$ cat config.mk
export PLATFORM = sky130hd
export DESIGN_NAME = odp_diag_regs
export DESIGN_NICKNAME = d
export VERILOG_FILES = /design/src/inc/odp_pkg.sv /design/src/inc/odp_flt_if.sv /design/src/logic/odp_sync.sv /design/src/logic/odp_diag_regs.sv
export SDC_FILE = /design/constraint.sdc
export NUM_CORES = 1
export LEC_CHECK = 0
export BUFFER_PORTS_ARGS = -buffer_cell sky130_fd_sc_hd__buf_2
export CORE_ASPECT_RATIO = 1.75
export CORE_UTILIZATION = 51
export CTS_BUF_LIST = sky130_fd_sc_hd__clkbuf_16
export DETAILED_ROUTE_END_ITERATION = 10
export HOLD_SLACK_MARGIN = 0.08
export PLACE_DENSITY = 0.73
export REMOVE_ABC_BUFFERS = 1
export SLEW_MARGIN = 10
export SYNTH_ARGS = -nofsm -noshare
export SYNTH_HDL_FRONTEND = slang
export SYNTH_SLANG_ARGS = --single-unit
export TNS_END_PERCENT = 1
$ cat constraint.sdc
create_clock -name sys_clk_in -period 6.7 [get_ports sys_clk_in]
set_input_delay 0.67 -clock sys_clk_in [delete_from_list [all_inputs] [get_ports sys_clk_in]]
set_output_delay 0.67 -clock sys_clk_in [all_outputs]
set_load 0.05 [all_outputs]
$ cat src/inc/odp_pkg.sv
// Purpose: shared constants of the output module parameter and diagnostic bank
// Assumes: eight output channels, one system clock
// Notes: record codes and byte positions are used by the bank; the bench repeats them as literals
package odp_pkg;
  // record codes seen by the coupler
  localparam logic [7:0] REC_PARAM = 8'h00;
  localparam logic [7:0] REC_DIAG_SHORT = 8'h00;
  localparam logic [7:0] REC_DIAG = 8'h01;
  localparam logic [7:0] REC_PARAM_READ = 8'h80;

  // byte counts of the records
  localparam logic [7:0] PARAM_BYTES = 8'h03;
  localparam logic [7:0] DIAG_SHORT_BYTES = 8'h04;
  localparam logic [7:0] DIAG_BYTES = 8'h14;

  // parameter record byte positions
  localparam logic [7:0] PB_DIAG_IRQ = 8'h00;
  localparam logic [7:0] PB_WIRE_BREAK = 8'h01;
  localparam logic [7:0] PB_SHORT_DET = 8'h02;

  // diagnostic record byte positions
  localparam logic [7:0] DB_ERR_A = 8'h00;
  localparam logic [7:0] DB_MOD_INFO = 8'h01;
  localparam logic [7:0] DB_RSVD = 8'h02;
  localparam logic [7:0] DB_ERR_D = 8'h03;
  localparam logic [7:0] DB_CH_TYPE = 8'h04;
  localparam logic [7:0] DB_BITS_PER_CH = 8'h05;
  localparam logic [7:0] DB_CH_COUNT = 8'h06;
  localparam logic [7:0] DB_CH_SUMMARY = 8'h07;
  localparam logic [7:0] DB_CH_FIRST = 8'h08;
  localparam logic [7:0] DB_TS_FIRST = 8'h10;

  // parameter values and resets
  localparam logic [7:0] DIAG_IRQ_OFF = 8'h00;
  localparam logic [7:0] DIAG_IRQ_ON = 8'h40;
  localparam logic [7:0] PARAM_RESET = 8'h00;
  localparam logic [7:0] MOD_INFO_VAL = 8'h1F;
  localparam logic [7:0] RSVD_VAL = 8'h00;
  localparam logic [7:0] CH_TYPE_VAL = 8'h72;
  localparam logic [7:0] BITS_PER_CH_VAL = 8'h08;
  localparam logic [7:0] CH_COUNT_VAL = 8'h08;

  // first module error byte bits
  localparam int EA_FAIL = 0;
  localparam int EA_INTERNAL = 1;
  localparam int EA_EXTERNAL = 2;
  localparam int EA_CHANNEL = 3;
  localparam int EA_AUX = 4;
  localparam int EA_PARAM = 7;
  // second module error byte bit
  localparam int ED_COMM = 4;
  // per-channel error byte bits
  localparam int CE_PARAM = 0;
  localparam int CE_SHORT_POS = 2;
  localparam int CE_SHORT_GND = 3;
  localparam int CE_WIRE_BREAK = 4;

  // fault vector layout after synchronising
  localparam int NUM_CH = 8;
  localparam int FV_SHORT_POS = 0;
  localparam int FV_SHORT_GND = 8;
  localparam int FV_WIRE_BREAK = 16;
  localparam int FV_AUX = 24;
  localparam int FV_COMM = 25;
  localparam int FLT_W = 26;

  // timer base
  localparam int US_NS = 1000;
  localparam int CLK_PERIOD_NS = 10;
endpackage : odp_pkg

$ cat src/inc/odp_flt_if.sv
// Purpose: carries synchronised fault levels from the synchroniser to the bank
// Assumes: one clock domain on both ends
// Notes: plain level bus, no handshake
interface odp_flt_if #(
  parameter int W = odp_pkg::FLT_W
);
  logic [W-1:0] flt;
  modport src (output flt);
  modport dst (input flt);
endinterface : odp_flt_if

$ cat src/logic/odp_sync.sv
// Purpose: three-stage synchroniser with agreement filter for fault pins
// Assumes: inputs are asynchronous levels from the field side
// Notes: output only follows when stages two and three agree
module odp_sync #(
  parameter int W = odp_pkg::FLT_W
) (
  input wire logic sys_clk_in,
  input wire logic rst_b_in,
  input wire logic [W-1:0] raw_in,
  odp_flt_if.src flt_out
);
  typedef struct packed {
    logic [W-1:0] s1;
    logic [W-1:0] s2;
    logic [W-1:0] s3;
    logic [W-1:0] stable;
  } odp_sync_s;

  odp_sync_s q;
  odp_sync_s d;

  always_comb begin
    d = q;
    d.s1 = raw_in;
    d.s2 = q.s1;
    d.s3 = q.s2;
    for (int i = 0; i < W; i++) begin
      // a one-sample glitch never reaches the bank
      if (q.s2[i] == q.s3[i]) begin
        d.stable[i] = q.s3[i];
      end
    end
  end

  always_ff @(posedge sys_clk_in or negedge rst_b_in) begin
    if (!rst_b_in) begin
      q <= '0;
    end else begin
      q <= d;
    end
  end

  assign flt_out.flt = q.stable;
endmodule : odp_sync

$ cat src/logic/odp_diag_regs.sv
// Purpose: parameter and diagnostic record bank of an eight-channel output module
// Assumes: coupler issues one record byte access per request, one clock
// Notes: error bytes mirror live conditions; timestamp holds the last new error
module odp_diag_regs #(
  parameter int CLK_PERIOD_NS = odp_pkg::CLK_PERIOD_NS
) (
  input wire logic sys_clk_in,
  input wire logic rst_b_in,
  input wire logic acc_req_in,
  input wire logic acc_write_in,
  input wire logic [7:0] acc_record_in,
  input wire logic [7:0] acc_index_in,
  input wire logic [7:0] acc_wdata_in,
  input wire logic [odp_pkg::NUM_CH-1:0] short_pos_in,
  input wire logic [odp_pkg::NUM_CH-1:0] short_gnd_in,
  input wire logic [odp_pkg::NUM_CH-1:0] wire_break_in,
  input wire logic aux_missing_in,
  input wire logic comm_error_in,
  output logic acc_ack_out,
  output logic acc_err_out,
  output logic [7:0] acc_rdata_out,
  output logic diag_event_out,
  output logic [odp_pkg::NUM_CH-1:0] chan_fault_out
);
  localparam int TICK_CYC = odp_pkg::US_NS / CLK_PERIOD_NS;
  localparam int DIV_W = 16;

  if (CLK_PERIOD_NS < 1 || (odp_pkg::US_NS % CLK_PERIOD_NS) != 0 || TICK_CYC > 65535) begin : g_chk
    $error("clock period must divide one microsecond");
  end

  typedef struct packed {
    logic [7:0] diag_irq_enable;
    logic [7:0] wire_break_enable;
    logic [7:0] short_detect_enable;
    logic [7:0] module_error_flags;
    logic [7:0] module_error_flags_two;
    logic [7:0] channel_error_summary;
    logic [odp_pkg::NUM_CH-1:0][7:0] chan_error;
    logic [31:0] diag_timestamp;
    logic [31:0] us_timer;
    logic [DIV_W-1:0] div_cnt;
    logic [7:0] rdata;
    logic ack;
    logic err;
    logic event_p;
  } odp_state_s;

  odp_state_s q;
  odp_state_s d;
  odp_flt_if #(.W(odp_pkg::FLT_W)) flt_bus ();

  odp_sync #(
    .W(odp_pkg::FLT_W)
  ) u_sync (
    .sys_clk_in(sys_clk_in),
    .rst_b_in(rst_b_in),
    .raw_in({comm_error_in, aux_missing_in, wire_break_in, short_gnd_in, short_pos_in}),
    .flt_out(flt_bus)
  );

  // byte idx of the full diagnostic record
  function automatic logic [7:0] diag_byte(input logic [7:0] idx, input odp_state_s s);
    logic [7:0] r;
    logic [7:0] rel;
    r = odp_pkg::RSVD_VAL;
    rel = 8'h00;
    if (idx == odp_pkg::DB_ERR_A) begin
      r = s.module_error_flags;
    end else if (idx == odp_pkg::DB_MOD_INFO) begin
      r = odp_pkg::MOD_INFO_VAL;
    end else if (idx == odp_pkg::DB_ERR_D) begin
      r = s.module_error_flags_two;
    end else if (idx == odp_pkg::DB_CH_TYPE) begin
      r = odp_pkg::CH_TYPE_VAL;
    end else if (idx == odp_pkg::DB_BITS_PER_CH) begin
      r = odp_pkg::BITS_PER_CH_VAL;
    end else if (idx == odp_pkg::DB_CH_COUNT) begin
      r = odp_pkg::CH_COUNT_VAL;
    end else if (idx == odp_pkg::DB_CH_SUMMARY) begin
      r = s.channel_error_summary;
    end else if (idx >= odp_pkg::DB_CH_FIRST && idx < odp_pkg::DB_TS_FIRST) begin
      rel = idx - odp_pkg::DB_CH_FIRST;
      r = s.chan_error[rel[2:0]];
    end else if (idx >= odp_pkg::DB_TS_FIRST && idx < odp_pkg::DIAG_BYTES) begin
      // timestamp little end first
      rel = idx - odp_pkg::DB_TS_FIRST;
      r = s.diag_timestamp[8*rel[1:0] +: 8];
    end
    return r;
  endfunction : diag_byte

  // parameter record byte at idx
  function automatic logic [7:0] param_byte(input logic [7:0] idx, input odp_state_s s);
    logic [7:0] r;
    r = 8'h00;
    if (idx == odp_pkg::PB_DIAG_IRQ) begin
      r = s.diag_irq_enable;
    end else if (idx == odp_pkg::PB_WIRE_BREAK) begin
      r = s.wire_break_enable;
    end else if (idx == odp_pkg::PB_SHORT_DET) begin
      r = s.short_detect_enable;
    end
    return r;
  endfunction : param_byte

  logic [odp_pkg::NUM_CH-1:0] sp;
  logic [odp_pkg::NUM_CH-1:0] sg;
  logic [odp_pkg::NUM_CH-1:0] wb;
  logic aux;
  logic comm;

  assign sp = flt_bus.flt[odp_pkg::FV_SHORT_POS +: odp_pkg::NUM_CH];
  assign sg = flt_bus.flt[odp_pkg::FV_SHORT_GND +: odp_pkg::NUM_CH];
  assign wb = flt_bus.flt[odp_pkg::FV_WIRE_BREAK +: odp_pkg::NUM_CH];
  assign aux = flt_bus.flt[odp_pkg::FV_AUX];
  assign comm = flt_bus.flt[odp_pkg::FV_COMM];

  always_comb begin
    logic perr;
    logic any_ch;
    logic new_err;
    d = q;
    perr = 1'b0;
    any_ch = 1'b0;
    new_err = 1'b0;
    d.ack = 1'b0;
    d.err = 1'b0;
    d.event_p = 1'b0;

    // microsecond base from the system clock
    if (q.div_cnt == DIV_W'(TICK_CYC - 1)) begin
      d.div_cnt = '0;
      d.us_timer = q.us_timer + 32'h1;
    end else begin
      d.div_cnt = q.div_cnt + DIV_W'(1);
    end

    // only the two documented codes are legal
    perr = (q.diag_irq_enable != odp_pkg::DIAG_IRQ_OFF) &&
           (q.diag_irq_enable != odp_pkg::DIAG_IRQ_ON);

    for (int i = 0; i < odp_pkg::NUM_CH; i++) begin
      d.chan_error[i] = 8'h00;
      d.chan_error[i][odp_pkg::CE_PARAM] = perr;
      d.chan_error[i][odp_pkg::CE_SHORT_POS] = q.short_detect_enable[i] & sp[i];
      d.chan_error[i][odp_pkg::CE_SHORT_GND] = q.short_detect_enable[i] & sg[i];
      d.chan_error[i][odp_pkg::CE_WIRE_BREAK] = q.wire_break_enable[i] & wb[i];
      d.channel_error_summary[i] = |d.chan_error[i];
      new_err = new_err | (|(d.chan_error[i] & ~q.chan_error[i]));
    end
    any_ch = |d.channel_error_summary;

    d.module_error_flags = 8'h00;
    d.module_error_flags[odp_pkg::EA_INTERNAL] = comm;
    d.module_error_flags[odp_pkg::EA_EXTERNAL] = any_ch | aux;
    d.module_error_flags[odp_pkg::EA_CHANNEL] = any_ch;
    d.module_error_flags[odp_pkg::EA_AUX] = aux;
    d.module_error_flags[odp_pkg::EA_PARAM] = perr;
    d.module_error_flags[odp_pkg::EA_FAIL] = comm | any_ch | aux | perr;
    d.module_error_flags_two = 8'h00;
    d.module_error_flags_two[odp_pkg::ED_COMM] = comm;

    new_err = new_err |
              (|(d.module_error_flags & ~q.module_error_flags)) |
              (|(d.module_error_flags_two & ~q.module_error_flags_two));

    // stamp taken on every fresh error, even with reporting off
    if (new_err) begin
      d.diag_timestamp = q.us_timer;
    end
    if (new_err && q.diag_irq_enable == odp_pkg::DIAG_IRQ_ON) begin
      d.event_p = 1'b1;
    end

    if (acc_req_in) begin
      d.ack = 1'b1;
      if (acc_write_in) begin
        // no stop-state check here, the coupler guards it
        if (acc_record_in == odp_pkg::REC_PARAM && acc_index_in < odp_pkg::PARAM_BYTES) begin
          if (acc_index_in == odp_pkg::PB_DIAG_IRQ) begin
            d.diag_irq_enable = acc_wdata_in;
          end else if (acc_index_in == odp_pkg::PB_WIRE_BREAK) begin
            d.wire_break_enable = acc_wdata_in;
          end else begin
            d.short_detect_enable = acc_wdata_in;
          end
        end else begin
          d.err = 1'b1;
        end
      end else if (acc_record_in == odp_pkg::REC_DIAG && acc_index_in < odp_pkg::DIAG_BYTES) begin
        d.rdata = diag_byte(acc_index_in, q);
      end else if (acc_record_in == odp_pkg::REC_DIAG_SHORT &&
                   acc_index_in < odp_pkg::DIAG_SHORT_BYTES) begin
        d.rdata = diag_byte(acc_index_in, q);
      end else if (acc_record_in == odp_pkg::REC_PARAM_READ &&
                   acc_index_in < odp_pkg::PARAM_BYTES) begin
        d.rdata = param_byte(acc_index_in, q);
      end else begin
        d.rdata = 8'h00;
        d.err = 1'b1;
      end
    end
  end

  always_ff @(posedge sys_clk_in or negedge rst_b_in) begin
    if (!rst_b_in) begin
      q <= '0;
      q.diag_irq_enable <= odp_pkg::PARAM_RESET;
      q.wire_break_enable <= odp_pkg::PARAM_RESET;
      q.short_detect_enable <= odp_pkg::PARAM_RESET;
    end else begin
      q <= d;
    end
  end

  assign acc_ack_out = q.ack;
  assign acc_err_out = q.err;
  assign acc_rdata_out = q.rdata;
  assign diag_event_out = q.event_p;
  assign chan_fault_out = q.channel_error_summary;
endmodule : odp_diag_regs

# Yosys cells after proc, flatten, opt, wreduce, memory -nomap -nowiden
# Cells that the tools add are included.
# classes
muxes	25
n_addsub	4
n_bitwise	60
n_eq_ne	38
n_reduce_logical	34
n_shift	1
magnitude_cmp	7
# ops
cell	count
$mux W8	16
$reduce_or A8 Y1	10
$and A5 B8 Y8	9
$not A5 Y8	9
$add A32 B1 Y32 const B	1
$eq A8 B3 Y1 const B	4
$reduce_or A4 Y1	8
$shiftx A32 B6 Y8	1
$eq A1 B1 Y1	26
$reduce_or A25 Y1	1
$and A1 B1 Y1	24
$bmux W8 S3	1
$add A16 B1 Y16 const B	1
$eq A16 B7 Y1 const B	1
$eq A8 B1 Y1 const B	2
$eq A8 B2 Y1 const B	2
$logic_not A8 Y1	2
$lt A8 B5 Y1 const B	2
$mux W16	1
$or A1 B1 Y1	13
$reduce_and A5 Y1	2
$and A8 B8 Y8	1
$eq A8 B7 Y1 const B	1
$eq A8 B8 Y1 const B	1
other kinds (16)	30
# word_totals
reg_bits	266
wordCells	219
in_bits	54
out_inout_bits	19

# Depth between registers and ports, before layout
# Gate-level depths: netlist of the first run.
# depth
depth_word	15
ltp_mapped	8
ltp_nobuf	7

# Hierarchy
# Synthesis of the first run repeated with hierarchy kept, for this count alone.
# hier_totals
hier_cells	792
area_unflattened_um2	10366.2
# by_module_without_submodules
module	cells_each	area_each_um2	seq_area_each_um2	instances
odp_diag_regs	636	7275.7	3828.7	1
odp_sync	156	3090.5	2602.5	1

# Least setup slack after synthesis of the first run
# OpenSTA, ideal clock, no wires.
# synth_path
path_type	input-to-reg
from	input port acc_index_in[0]
to	register q, in the netlist acc_rdata_out[3]
path_buffers	2
setup_time_ns	0.119
t_arrival_ns	2.539
setup_slack_ns	4.042
stages	8
t_required_ns	6.581
cell_sequence	buf_2 -> clkbuf_1 -> mux4_2 -> mux2i_1 -> nor2_1 -> a221oi_1 -> o221ai_1 -> o21a_1
# synth_between
elab_chain_cells	13
elab_cells_between_ends	39
classes_between	add/sub: 2; order compare: 6; eq/ne: 7; shift: 1; mux: 17; reduce/logical: 6
# synth_rtl
element	line	rtl
start: declaration	odp_diag_regs.sv:12	input wire logic [7:0] acc_index_in,
$sub A2 B1 Y2 (tied with other cells)	odp_diag_regs.sv:87	rel = idx - odp_pkg::DB_TS_FIRST;
$shiftx A32 B6 Y8 (tied with other cells)	odp_diag_regs.sv:88	r = s.diag_timestamp[8*rel[1:0] +: 8];
$mux W8, on equally long branches	odp_diag_regs.sv:85, odp_diag_regs.sv:84	
$mux W8	odp_diag_regs.sv:82	end else if (idx >= odp_pkg::DB_CH_FIRST && idx < odp_pkg::DB_TS_FIRST) begin
$mux W8	odp_diag_regs.sv:80	end else if (idx == odp_pkg::DB_CH_SUMMARY) begin
$mux W8	odp_diag_regs.sv:78	end else if (idx == odp_pkg::DB_CH_COUNT) begin
$mux W8	odp_diag_regs.sv:76	end else if (idx == odp_pkg::DB_BITS_PER_CH) begin
$mux W8	odp_diag_regs.sv:74	end else if (idx == odp_pkg::DB_CH_TYPE) begin
$mux W8	odp_diag_regs.sv:72	end else if (idx == odp_pkg::DB_ERR_D) begin
$mux W8	odp_diag_regs.sv:70	end else if (idx == odp_pkg::DB_MOD_INFO) begin
$mux W8	odp_diag_regs.sv:68	if (idx == odp_pkg::DB_ERR_A) begin
$mux W8	odp_diag_regs.sv:193	end else if (acc_record_in == odp_pkg::REC_DIAG_SHORT &&
$mux W8 (*)	odp_diag_regs.sv:191	end else if (acc_record_in == odp_pkg::REC_DIAG && acc_index_in < odp_pkg::DIAG_BYTES) begin
end: declaration	odp_diag_regs.sv:49	odp_state_s q;
# Mark *: on every way between the ends. The rest lies on a longest branch, timed or not. The select of a mux whose other input is x is not followed.
# A chain may end at the register's enable or synchronous reset.

==> results of run 1 <==
worst max path at each step:
stage                          start  endpoint  slack [ns]  cells past startpoint
2_1_floorplan                 q[197]     q[59]        3.53                      6
3_3_place_gp         acc_index_in[5]    q[201]        3.47                      6
3_5_place_dp         acc_index_in[5]    q[195]        3.39                      6
4_1_cts                        q[11]     q[54]        3.65                      7
5_1_grt                        q[11]     q[54]        3.38                      7
6_report       u_sync.flt_out.flt[6]     q[84]        3.66                      7
critical path, delay by kind of cell (launching register included):
kind | cells | cell delay (ns)
flip-flops | 1 | 0.42
multiplexers | 1 | 0.40
buffers and inverters | 1 | 0.44
AO/OA/AOI/OAI | 2 | 0.98
AND/OR/NAND/NOR | 3 | 0.68
stage by stage:
stage	total power (uW)	instance area, um^2	hold WS [ns]	setup slack, ns
5_1_grt	3130	11300	0.127	3.38
6_report	3020	11300	0.0896	3.66
4_1_cts	3060	11300	0.108	3.65
3_3_place_gp	1810	10600	0.333	3.47
2_1_floorplan	1720	9860	0.331	3.53
3_5_place_dp	1810	10600	0.335	3.39
cells by family (layout without fill, tap and decap cells):
kind of cell / after synthesis / in the layout
AOI/OAI and AO/OA: 83 / 83
xor gates and xnor gates: 45 / 45
adders and majority gates: 28 / 28
buffers and inverters: 71 / 152
DFF: 257 / 257
muxes: 73 / 73
and+or+nand+nor: 191 / 191
power by group through the flow:
stage,registers (uW),clock network [uW],logic [uW]
after floorplan,1660,0,60.8
after global placement,1660,0,152
after detailed placement,1660,0,154
after CTS,1630,1270,155
after global routing,1630,1330,167
final,1630,1240,151
flip-flops by register name (all words and copies together), names as in the netlist:
name	count
acc_err_out	1
acc_ack_out	1
u_sync.flt_out.flt	26
diag_event_out	1
u_sync.q	26
u_sync.d	52
chan_fault_out	8
q	134
acc_rdata_out	8
cells in the final DEF, fill, tap and decap left out, types with 13 or more instances in the layout:
master / Yosys / layout
sky130_fd_sc_hd__clkbuf_16: 0 / 23
sky130_fd_sc_hd__nand3_1: 29 / 29
sky130_fd_sc_hd__xnor2_1: 38 / 38
sky130_fd_sc_hd__buf_2: 3 / 71
sky130_fd_sc_hd__nand2_1: 56 / 56
sky130_fd_sc_hd__maj3_1: 26 / 26
sky130_fd_sc_hd__o21ai_0: 17 / 17
sky130_fd_sc_hd__nand4_1: 13 / 13
sky130_fd_sc_hd__mux4_2: 14 / 14
sky130_fd_sc_hd__mux2_2: 57 / 57
sky130_fd_sc_hd__dfrtp_1: 257 / 257
sky130_fd_sc_hd__a21oi_1: 16 / 16
sky130_fd_sc_hd__nor2_1: 33 / 33
sky130_fd_sc_hd__inv_1: 38 / 43
per-layer routing:
layer  vias up  GRT usage  routed length, um
li1       2764          -                  -
met1      3015      0.250               7720
met2       160      0.396              11400
met3        61     0.0361                937
met4         4      0.137               1150
met5         -          0                 19
cell type report:
| class | count | area (um^2) | share of cell area |
|---|---|---|---|
| clock inverters | 17 | 129 | 0.0114 |
| well taps | 241 | 302 | 0.0268 |
| flip-flops and latches | 257 | 6430 | 0.571 |
| repair buffers | 74 | 398 | 0.0353 |
| inverters | 38 | 143 | 0.0127 |
| multi-input cells | 420 | 3290 | 0.292 |
| clock buffers | 23 | 576 | 0.0511 |
==> results by stage, run 1 <==
Setup path:
- The standard cell with the maximum stage delay on the critical path is sky130_fd_sc_hd__o21ai_0.
- The endpoint class of the critical path is a flip-flop.
- At the worst endpoint, the required time is 7.08 ns.
- The largest single stage delay on the critical path is 0.60 ns.
- The origin of the critical flop-to-flop path is u_sync.flt_out.flt[6].
- The classification of the worst setup path is reg2reg.
- Data arrives at the worst endpoint at 3.41 ns.
- The internal reg-to-reg setup slack is 3.66 ns.
- The maximum fanout count along the critical path is 33.
- The worst setup path is launched from a flip-flop.
- The endpoint identified for the worst register-to-register timing path is q[84].
- Measured in cells, the most critical reg-to-reg path has a length of 7.
- Walking the worst path, the cells encountered are o21ai_0 > nand2_1 > nor3_4 > nand4_4 > a2111oi_4 > buf_4 > mux2_2.

Power:
- The internal portion of the total power is 2350 uW.
- The sequential share of power is 0.540.
- The worst-case IR drop observed on VDD is 0.242 mV.
- The share of power burned in the clock network is 0.410.
- For this design the ratio of total power to cell area is 268 nW/um^2.
- The net switching power figure is 665 uW.
- Of the total power, combinational logic draws 0.050.
- The leakage power total is 0.00535 uW.
- Of the total power, the share spent switching nets is 0.220.

Cells and area:
- The filler cells instantiated in the layout total 1,564.
- Once layout is complete, the utilization of the core stands at 0.584.
- The net count of the finished layout is 870.
- The diode insertion count for antenna repair is 0.
- The area growth from synthesis to layout is 11.9%.
- The ratio of cells with drive above 1 in the final layout is 0.224.
- Leaving out filler cells and counting taps, the final layout contains 1,070.

Yosys:
- The xor and xnor fraction of the mapped netlist area is 0.0391.
- After synthesis, the share of cell area in mux cells is 0.0971.
- In this run, synthesis inferred 0 flip-flops with an integrated enable.
- The dominant synthesized flop cell is sky130_fd_sc_hd__dfrtp_1.
- By area, the combinational part of the netlist is dominated by simple AND/OR/NAND/NOR gates.
- After synthesis, the cell types taking the most area are sky130_fd_sc_hd__dfrtp_1, sky130_fd_sc_hd__mux2_2, sky130_fd_sc_hd__xnor2_1, sky130_fd_sc_hd__mux4_2, sky130_fd_sc_hd__maj3_1.
- Summed over all instances, the cell type with the most area after synthesis is sky130_fd_sc_hd__dfrtp_1.
- The number of synthesized register bits is 257.
- Synthesis handed over a netlist of 748 instances.
- In the synthesized netlist the async set-or-reset flop fraction comes to 1.00.
- The mean area per synthesized cell is 13.5 um^2.
- The total number of yosys warnings is 0.
- For this run, the register share of the synthesized area comes to 0.639.
- The commonest cells after synthesis are sky130_fd_sc_hd__dfrtp_1, sky130_fd_sc_hd__mux2_2, sky130_fd_sc_hd__nand2_1.
- Counting distinct cell types in the post-synthesis netlist gives 57.
- Of the total synthesized cell area, the portion taken by AND, OR, NAND and NOR gates is 0.104.
- The adder-cell area share of the yosys netlist is 0.0283.
- The share of the synthesized area in the top cell type is 0.639.
- Summing every instance area after synthesis gives 10,100 um^2.
- The most common cell in the netlist is sky130_fd_sc_hd__dfrtp_1.
- The complex-gate fraction of the synthesized area was 0.0579.

CTS:
- The number of clock sinks is 257.
- Clock latency on the worst-skew pair, taken at its later pin, is 0.51 ns.
- The clock passes through at most 3 buffers.
- After clock tree synthesis, the setup repair step added 0 buffers.
- The total of cells resized after clock tree synthesis is 0.
- Counting the buffers created by CTS gives 23.
- The clock transition at the registers of the reported paths is 0.06 ns.
- The level count of the clock H-tree is 1.
- The cell sitting at the root of the clock tree is a sky130_fd_sc_hd__clkbuf_16.
- The hold buffer count at cts is 0.
- The clock tree from TritonCTS is yes.

STA:
- The total of endpoints with negative setup slack in the final report is 0.
- In the finished design, the share of the clock period the worst path needs comes to 0.453.
- The max-slew violation count is 0.
- The clock period could shrink to 3.04 ns.
- On the final layout, the worst clock skew is 0.0158 ns.
- Setup repair after global routing left no endpoint under its margin.
- The slew at the pin with the worst max-slew slack is 1.16 ns.
- The final hold violation count is 0.
- The tightest slew margin relative to the limit is 0.228.
- Static timing analysis puts the maximum clock frequency at 0.329 GHz.
- In the final timing run, aggregate negative setup slack is 0 ns.

Floorplanning:
- The die covers 20,300 um^2.
- The effective utilization at floorplan is 0.522.
- The die is 188 um tall.
- 73 I/O pins were placed.
- The total area inside the core boundary comes to 19,300 um^2.
- The cell row count is 67.
- The chip width is 108 um.

Global routing:
- The total grt overflow is 0.
- The number of antenna violations at the first check in global routing was 2.
- The number of global-route vias before repair is 6,476.
- Entering global routing, the biggest net connects 194 pins.
- For this run, the total global-route usage over all layers was measured as 0.225.
- The first global-routing pass estimated 34,500 um of wire.

Hold path:
- In this run the worst hold path is classified as in2async.

Routing:
- The number of design-rule violations left by the first detailed-router iteration is 371.
- The routed layout has 6,004 vias.
- The total routed wirelength is 21,200 um.
- Dividing the detail-routed wire length by the instance count gives 19.8 um.
- Dividing the detail-routed via count by the number of cells gives 5.61.
- Before antenna repair, the detailed router went through 4 iterations.
- The antenna violation net count after detailed routing is 0.
- In the routed design, unresolved DRC markers number 0.

Flow run:
- Max-cap violations in this run came to 0.

Place:
- Including well taps, the total number of placed cells is 1,030.
- After legalization and detailed placement, the total HPWL measured 15,200 um.
- The port buffer count is 72.
- The final estimated routing congestion in global placement is 0.900.

Outcome:
- The run finished with clean final reports.
No activity file was read; power rests on OpenSTA's default activity.
==> run 2: changes to the inputs <==
Clock period 6.7 ns to 2.8 ns, I/O delays scaled along.
==> run 2 against run 1 <==
Effect of this change: via count grew 4.5%; sequential power is 140% higher; clock power rose to 2.7 times the previous value; worst setup slack worse by 3.5 ns.
==> results by stage, run 2 (synthesis gave the netlist of run 1 again) <==
Routing:
- The total routed wirelength is 22,000 um (was 21,200 um).
- The met1 routed wirelength after detailed routing came to 8050 um (was 7720 um).
- The number of design-rule violations left by the first detailed-router iteration is 279 (was 371).
- The count of TritonRoute iterations in the first routing pass is 4 (unchanged).
- The routed via count is 6,276 (was 6,004).
- The residual DRC count is 0 (unchanged).
- The mean number of vias per cell was 5.53 (was 5.61).
- The highest metal layer with signal wires is met4 (was met5).
- The antenna violation net count after detailed routing was 0 (unchanged).
- The met2 routed wirelength is 11,600 um (was 11,400 um).
- The routed length on met3 is 775 um (was 937 um).
- The average detailed-routed wire length per instance came to 19.4 um (was 19.8 um).

STA:
- The maximum operating frequency was 0.384 GHz (was 0.329 GHz).
- The max-slew violation count came to 0 (unchanged).
- The total of endpoints with negative setup slack in the final report is 0 (unchanged).
- The tightest slew margin relative to the limit is 0.611 (was 0.228).
- Unrepaired setup endpoints after global routing: false (unchanged).
- The final hold slack was 0.158 ns (was 0.0896 ns).
- The slew at the pin with the worst max-slew slack was 0.569 ns (was 1.16 ns).
- The final critical path time including I/O delays and setup came to 2.61 ns (was 3.04 ns).
- The final hold violation count was 0 (unchanged).
- The sum of negative setup slack is 0 ns (unchanged).
- The share of the clock period used by the worst path after layout is 0.931 (was 0.453).
- The setup skew after layout is 0.00532 ns (was 0.0158 ns).

Setup path:
- The number of cells traversed by the worst register-to-register path is 7 (unchanged).
- The endpoint class of the critical path is a flip-flop (unchanged).
- The internal reg-to-reg setup slack is 0.19 ns (was 3.66 ns).
- The worst setup path startpoint was q[200] (was u_sync.flt_out.flt[6]).
- The standard cell with the maximum stage delay on the critical path was sky130_fd_sc_hd__a2111oi_4 (was sky130_fd_sc_hd__o21ai_0).
- The classification of the worst setup path is reg2reg (unchanged).
- The origin of the critical flop-to-flop path is q[200] (was u_sync.flt_out.flt[6]).
- The largest stage delay on the critical path is 0.43 ns (was 0.60 ns).
- The required time at the worst-slack endpoint is 3.19 ns (was 7.08 ns).
- The end of the critical path is q[71] (was q[84]).
- The total stage count of the critical path is 7 (unchanged).
- Cell Chain, Critical Path: nor3_1 > nand4_2 > nor3_4 > nand4_4 > a2111oi_4 > buf_12 > mux2_2 (was o21ai_0 > nand2_1 > nor3_4 > nand4_4 > a2111oi_4 > buf_4 > mux2_2).
- The number of buffer and inverter stages on the critical path was 1 (unchanged).
- The maximum fanout count along the critical path was 33 (unchanged).
- The endpoint of the worst register-to-register path is q[71] (was q[84]).
- The launching element type of the critical path is a flip-flop (unchanged).
- The critical path data arrival time was 3.00 ns (was 3.41 ns).
- The cell family with the largest share of critical-path delay is simple AND/OR/NAND/NOR gates (was compound AO/OA/AOI/OAI gates).

Power:
- The maximum resistive drop on vdd was 0.548 mV (was 0.242 mV).
- The combinational fraction of design power was 0.056 (was 0.050).
- The sequential share of power is 0.509 (was 0.540).
- The leakage power total is 0.00570 uW (was 0.00535 uW).
- The internal power was 5990 uW (was 2350 uW).
- The share of power burned in the clock network is 0.435 (was 0.410).
- The power per unit of standard cell area is 639 nW/um^2 (was 268 nW/um^2).
- The proportion of total power due to net switching is 0.217 (was 0.220).
- The net switching power figure is 1660 uW (was 665 uW).
- The overall power after layout is 7650 uW (was 3020 uW).

Cells and area:
- The flip-flop count of the largest register after layout is 134 (unchanged).
- The number of fill cells in the layout is 1,499 (was 1,564).
- Most used cells in the layout excluding fill and tap cells: sky130_fd_sc_hd__dfrtp_1, sky130_fd_sc_hd__buf_2, sky130_fd_sc_hd__mux2_2 (unchanged).
- The ratio of cells with drive above 1 in the final layout is 0.246 (was 0.224).
- The net total in the final layout came to 933 (was 870).
- The most common cell after layout, fill and taps aside was sky130_fd_sc_hd__dfrtp_1 (unchanged).
- The post-route core utilization came to 0.621 (was 0.584).
- The diode insertion count for antenna repair is 0 (unchanged).
- The non-filler instance count after layout was 1,135 (was 1,070).
- The area of combinational cells with multiple inputs was 3290 um^2 (unchanged).
- The storage element area is 6430 um^2 (unchanged).
- The most flop-heavy register was q (unchanged).
- The area growth from synthesis to layout was 18.9% (was 11.9%).

Place:
- The cell count after placement is 1,055 (was 1,030).
- The port buffer count is 72 (unchanged).
- The final estimated routing congestion in global placement is 0.887 (was 0.900).
- The total half-perimeter wirelength after legalization and detailed placement is 16,000 um (was 15,200 um).

Global routing:
- The total grt overflow came to 0 (unchanged).
- The number of global-route vias before repair came to 6,657 (was 6,476).
- The global-route usage over all layers is 0.226 (was 0.225).
- The number of antenna violations at the first check in global routing is 0 (was 2).
- The global-route wire length before repair is 34,900 um (was 34,500 um).
- The largest net degree at the start of global routing is 69 (was 194).

CTS:
- The total of cells resized after clock tree synthesis is 0 (unchanged).
- The maximum number of buffers from clock root to sink came to 3 (unchanged).
- The number of buffers created by CTS was 24 (was 23).
- The clock tree from TritonCTS is yes (unchanged).
- The number of clock sinks is 257 (unchanged).
- The later-pin clock latency in the skew report is 0.51 ns (about the same).
- The level count of the clock H-tree is 1 (unchanged).
- The hold buffer count at cts is 37 (was 0).
- The number of buffers inserted by post-CTS setup repair is 0 (unchanged).
- The clock transition at the registers of the reported paths is 0.07 ns (was 0.06 ns).
- The root buffer cell is sky130_fd_sc_hd__clkbuf_16 (unchanged).

Floorplanning:
- The total core area was 19,300 um^2 (unchanged).
- The cell row count is 67 (unchanged).
- The count of pins on the block boundary came to 73 (unchanged).
- The chip width is 108 um (unchanged).
- The floorplan die height is 188 um (unchanged).
- The floorplan die area is 20,300 um^2 (unchanged).
- The effective utilization at floorplan is 0.522 (unchanged).

Outcome:
- Status: complete, no violations (unchanged).

Flow run:
- The number of maximum-capacitance violations is 0 (unchanged).

Hold path:
- The worst hold-check path type was in2reg (was in2async).
- The startpoint identified for the worst hold timing path is acc_record_in[7].
-- run 2: power by group through the flow --
stage | combinational, uW | sequential, uW | clock (uW)
floorplan | 146 | 3970 | 0
global placement | 394 | 3960 | 0
detailed placement | 398 | 3960 | 0
CTS | 440 | 3900 | 3400
global route | 474 | 3900 | 3540
finish | 432 | 3890 | 3330
-- run 2: how the worst min path moves through the flow --
stage / slack [ns] / depth (start not counted) / end
2_1_floorplan: -0.02 / 0 / acc_ack_out
3_5_place_dp: 0.28 / 1 / q[47]
5_1_grt: 0.17 / 5 / acc_err_out
3_3_place_gp: 0.27 / 1 / q[47]
6_report: 0.16 / 5 / acc_err_out
4_1_cts: 0.15 / 5 / acc_err_out
-- run 2: final cells by class --
cell class / count / share of cell area
clock buffer: 25 / 0.0522
tap: 241 / 0.0252
inverter: 38 / 0.0119
clock inverter: 18 / 0.0163
multi-input combinational: 420 / 0.275
timing repair buffer: 136 / 0.0829
sequential: 257 / 0.537
-- run 2: metal layers --
| layer | vias to the layer above | track usage |
|---|---|---|
| met5 | - | 0 |
| met4 | 0 | 0.144 |
| met3 | 80 | 0.0240 |
| met2 | 169 | 0.398 |
| met1 | 3141 | 0.256 |
| li1 | 2886 | - |
-- run 2: worst reg2reg max path, cell delays in order, from the launching register on --
cell                        delay (ns)
sky130_fd_sc_hd__dfrtp_1          0.39
sky130_fd_sc_hd__nor3_1           0.34
sky130_fd_sc_hd__nand4_2          0.20
sky130_fd_sc_hd__nor3_4           0.34
sky130_fd_sc_hd__nand4_4          0.15
sky130_fd_sc_hd__a2111oi_4        0.43
sky130_fd_sc_hd__buf_12           0.25
sky130_fd_sc_hd__mux2_2           0.38
-- run 2: per-stage QoR --
step / worst slack, ns / instance area, um^2
after floorplan: -0.372 / 9860
after global placement: 0.246 / 10800
after detailed placement: 0.209 / 10800
after CTS: 0.197 / 12000
after global routing: 0.0597 / 12000
final: 0.194 / 12000
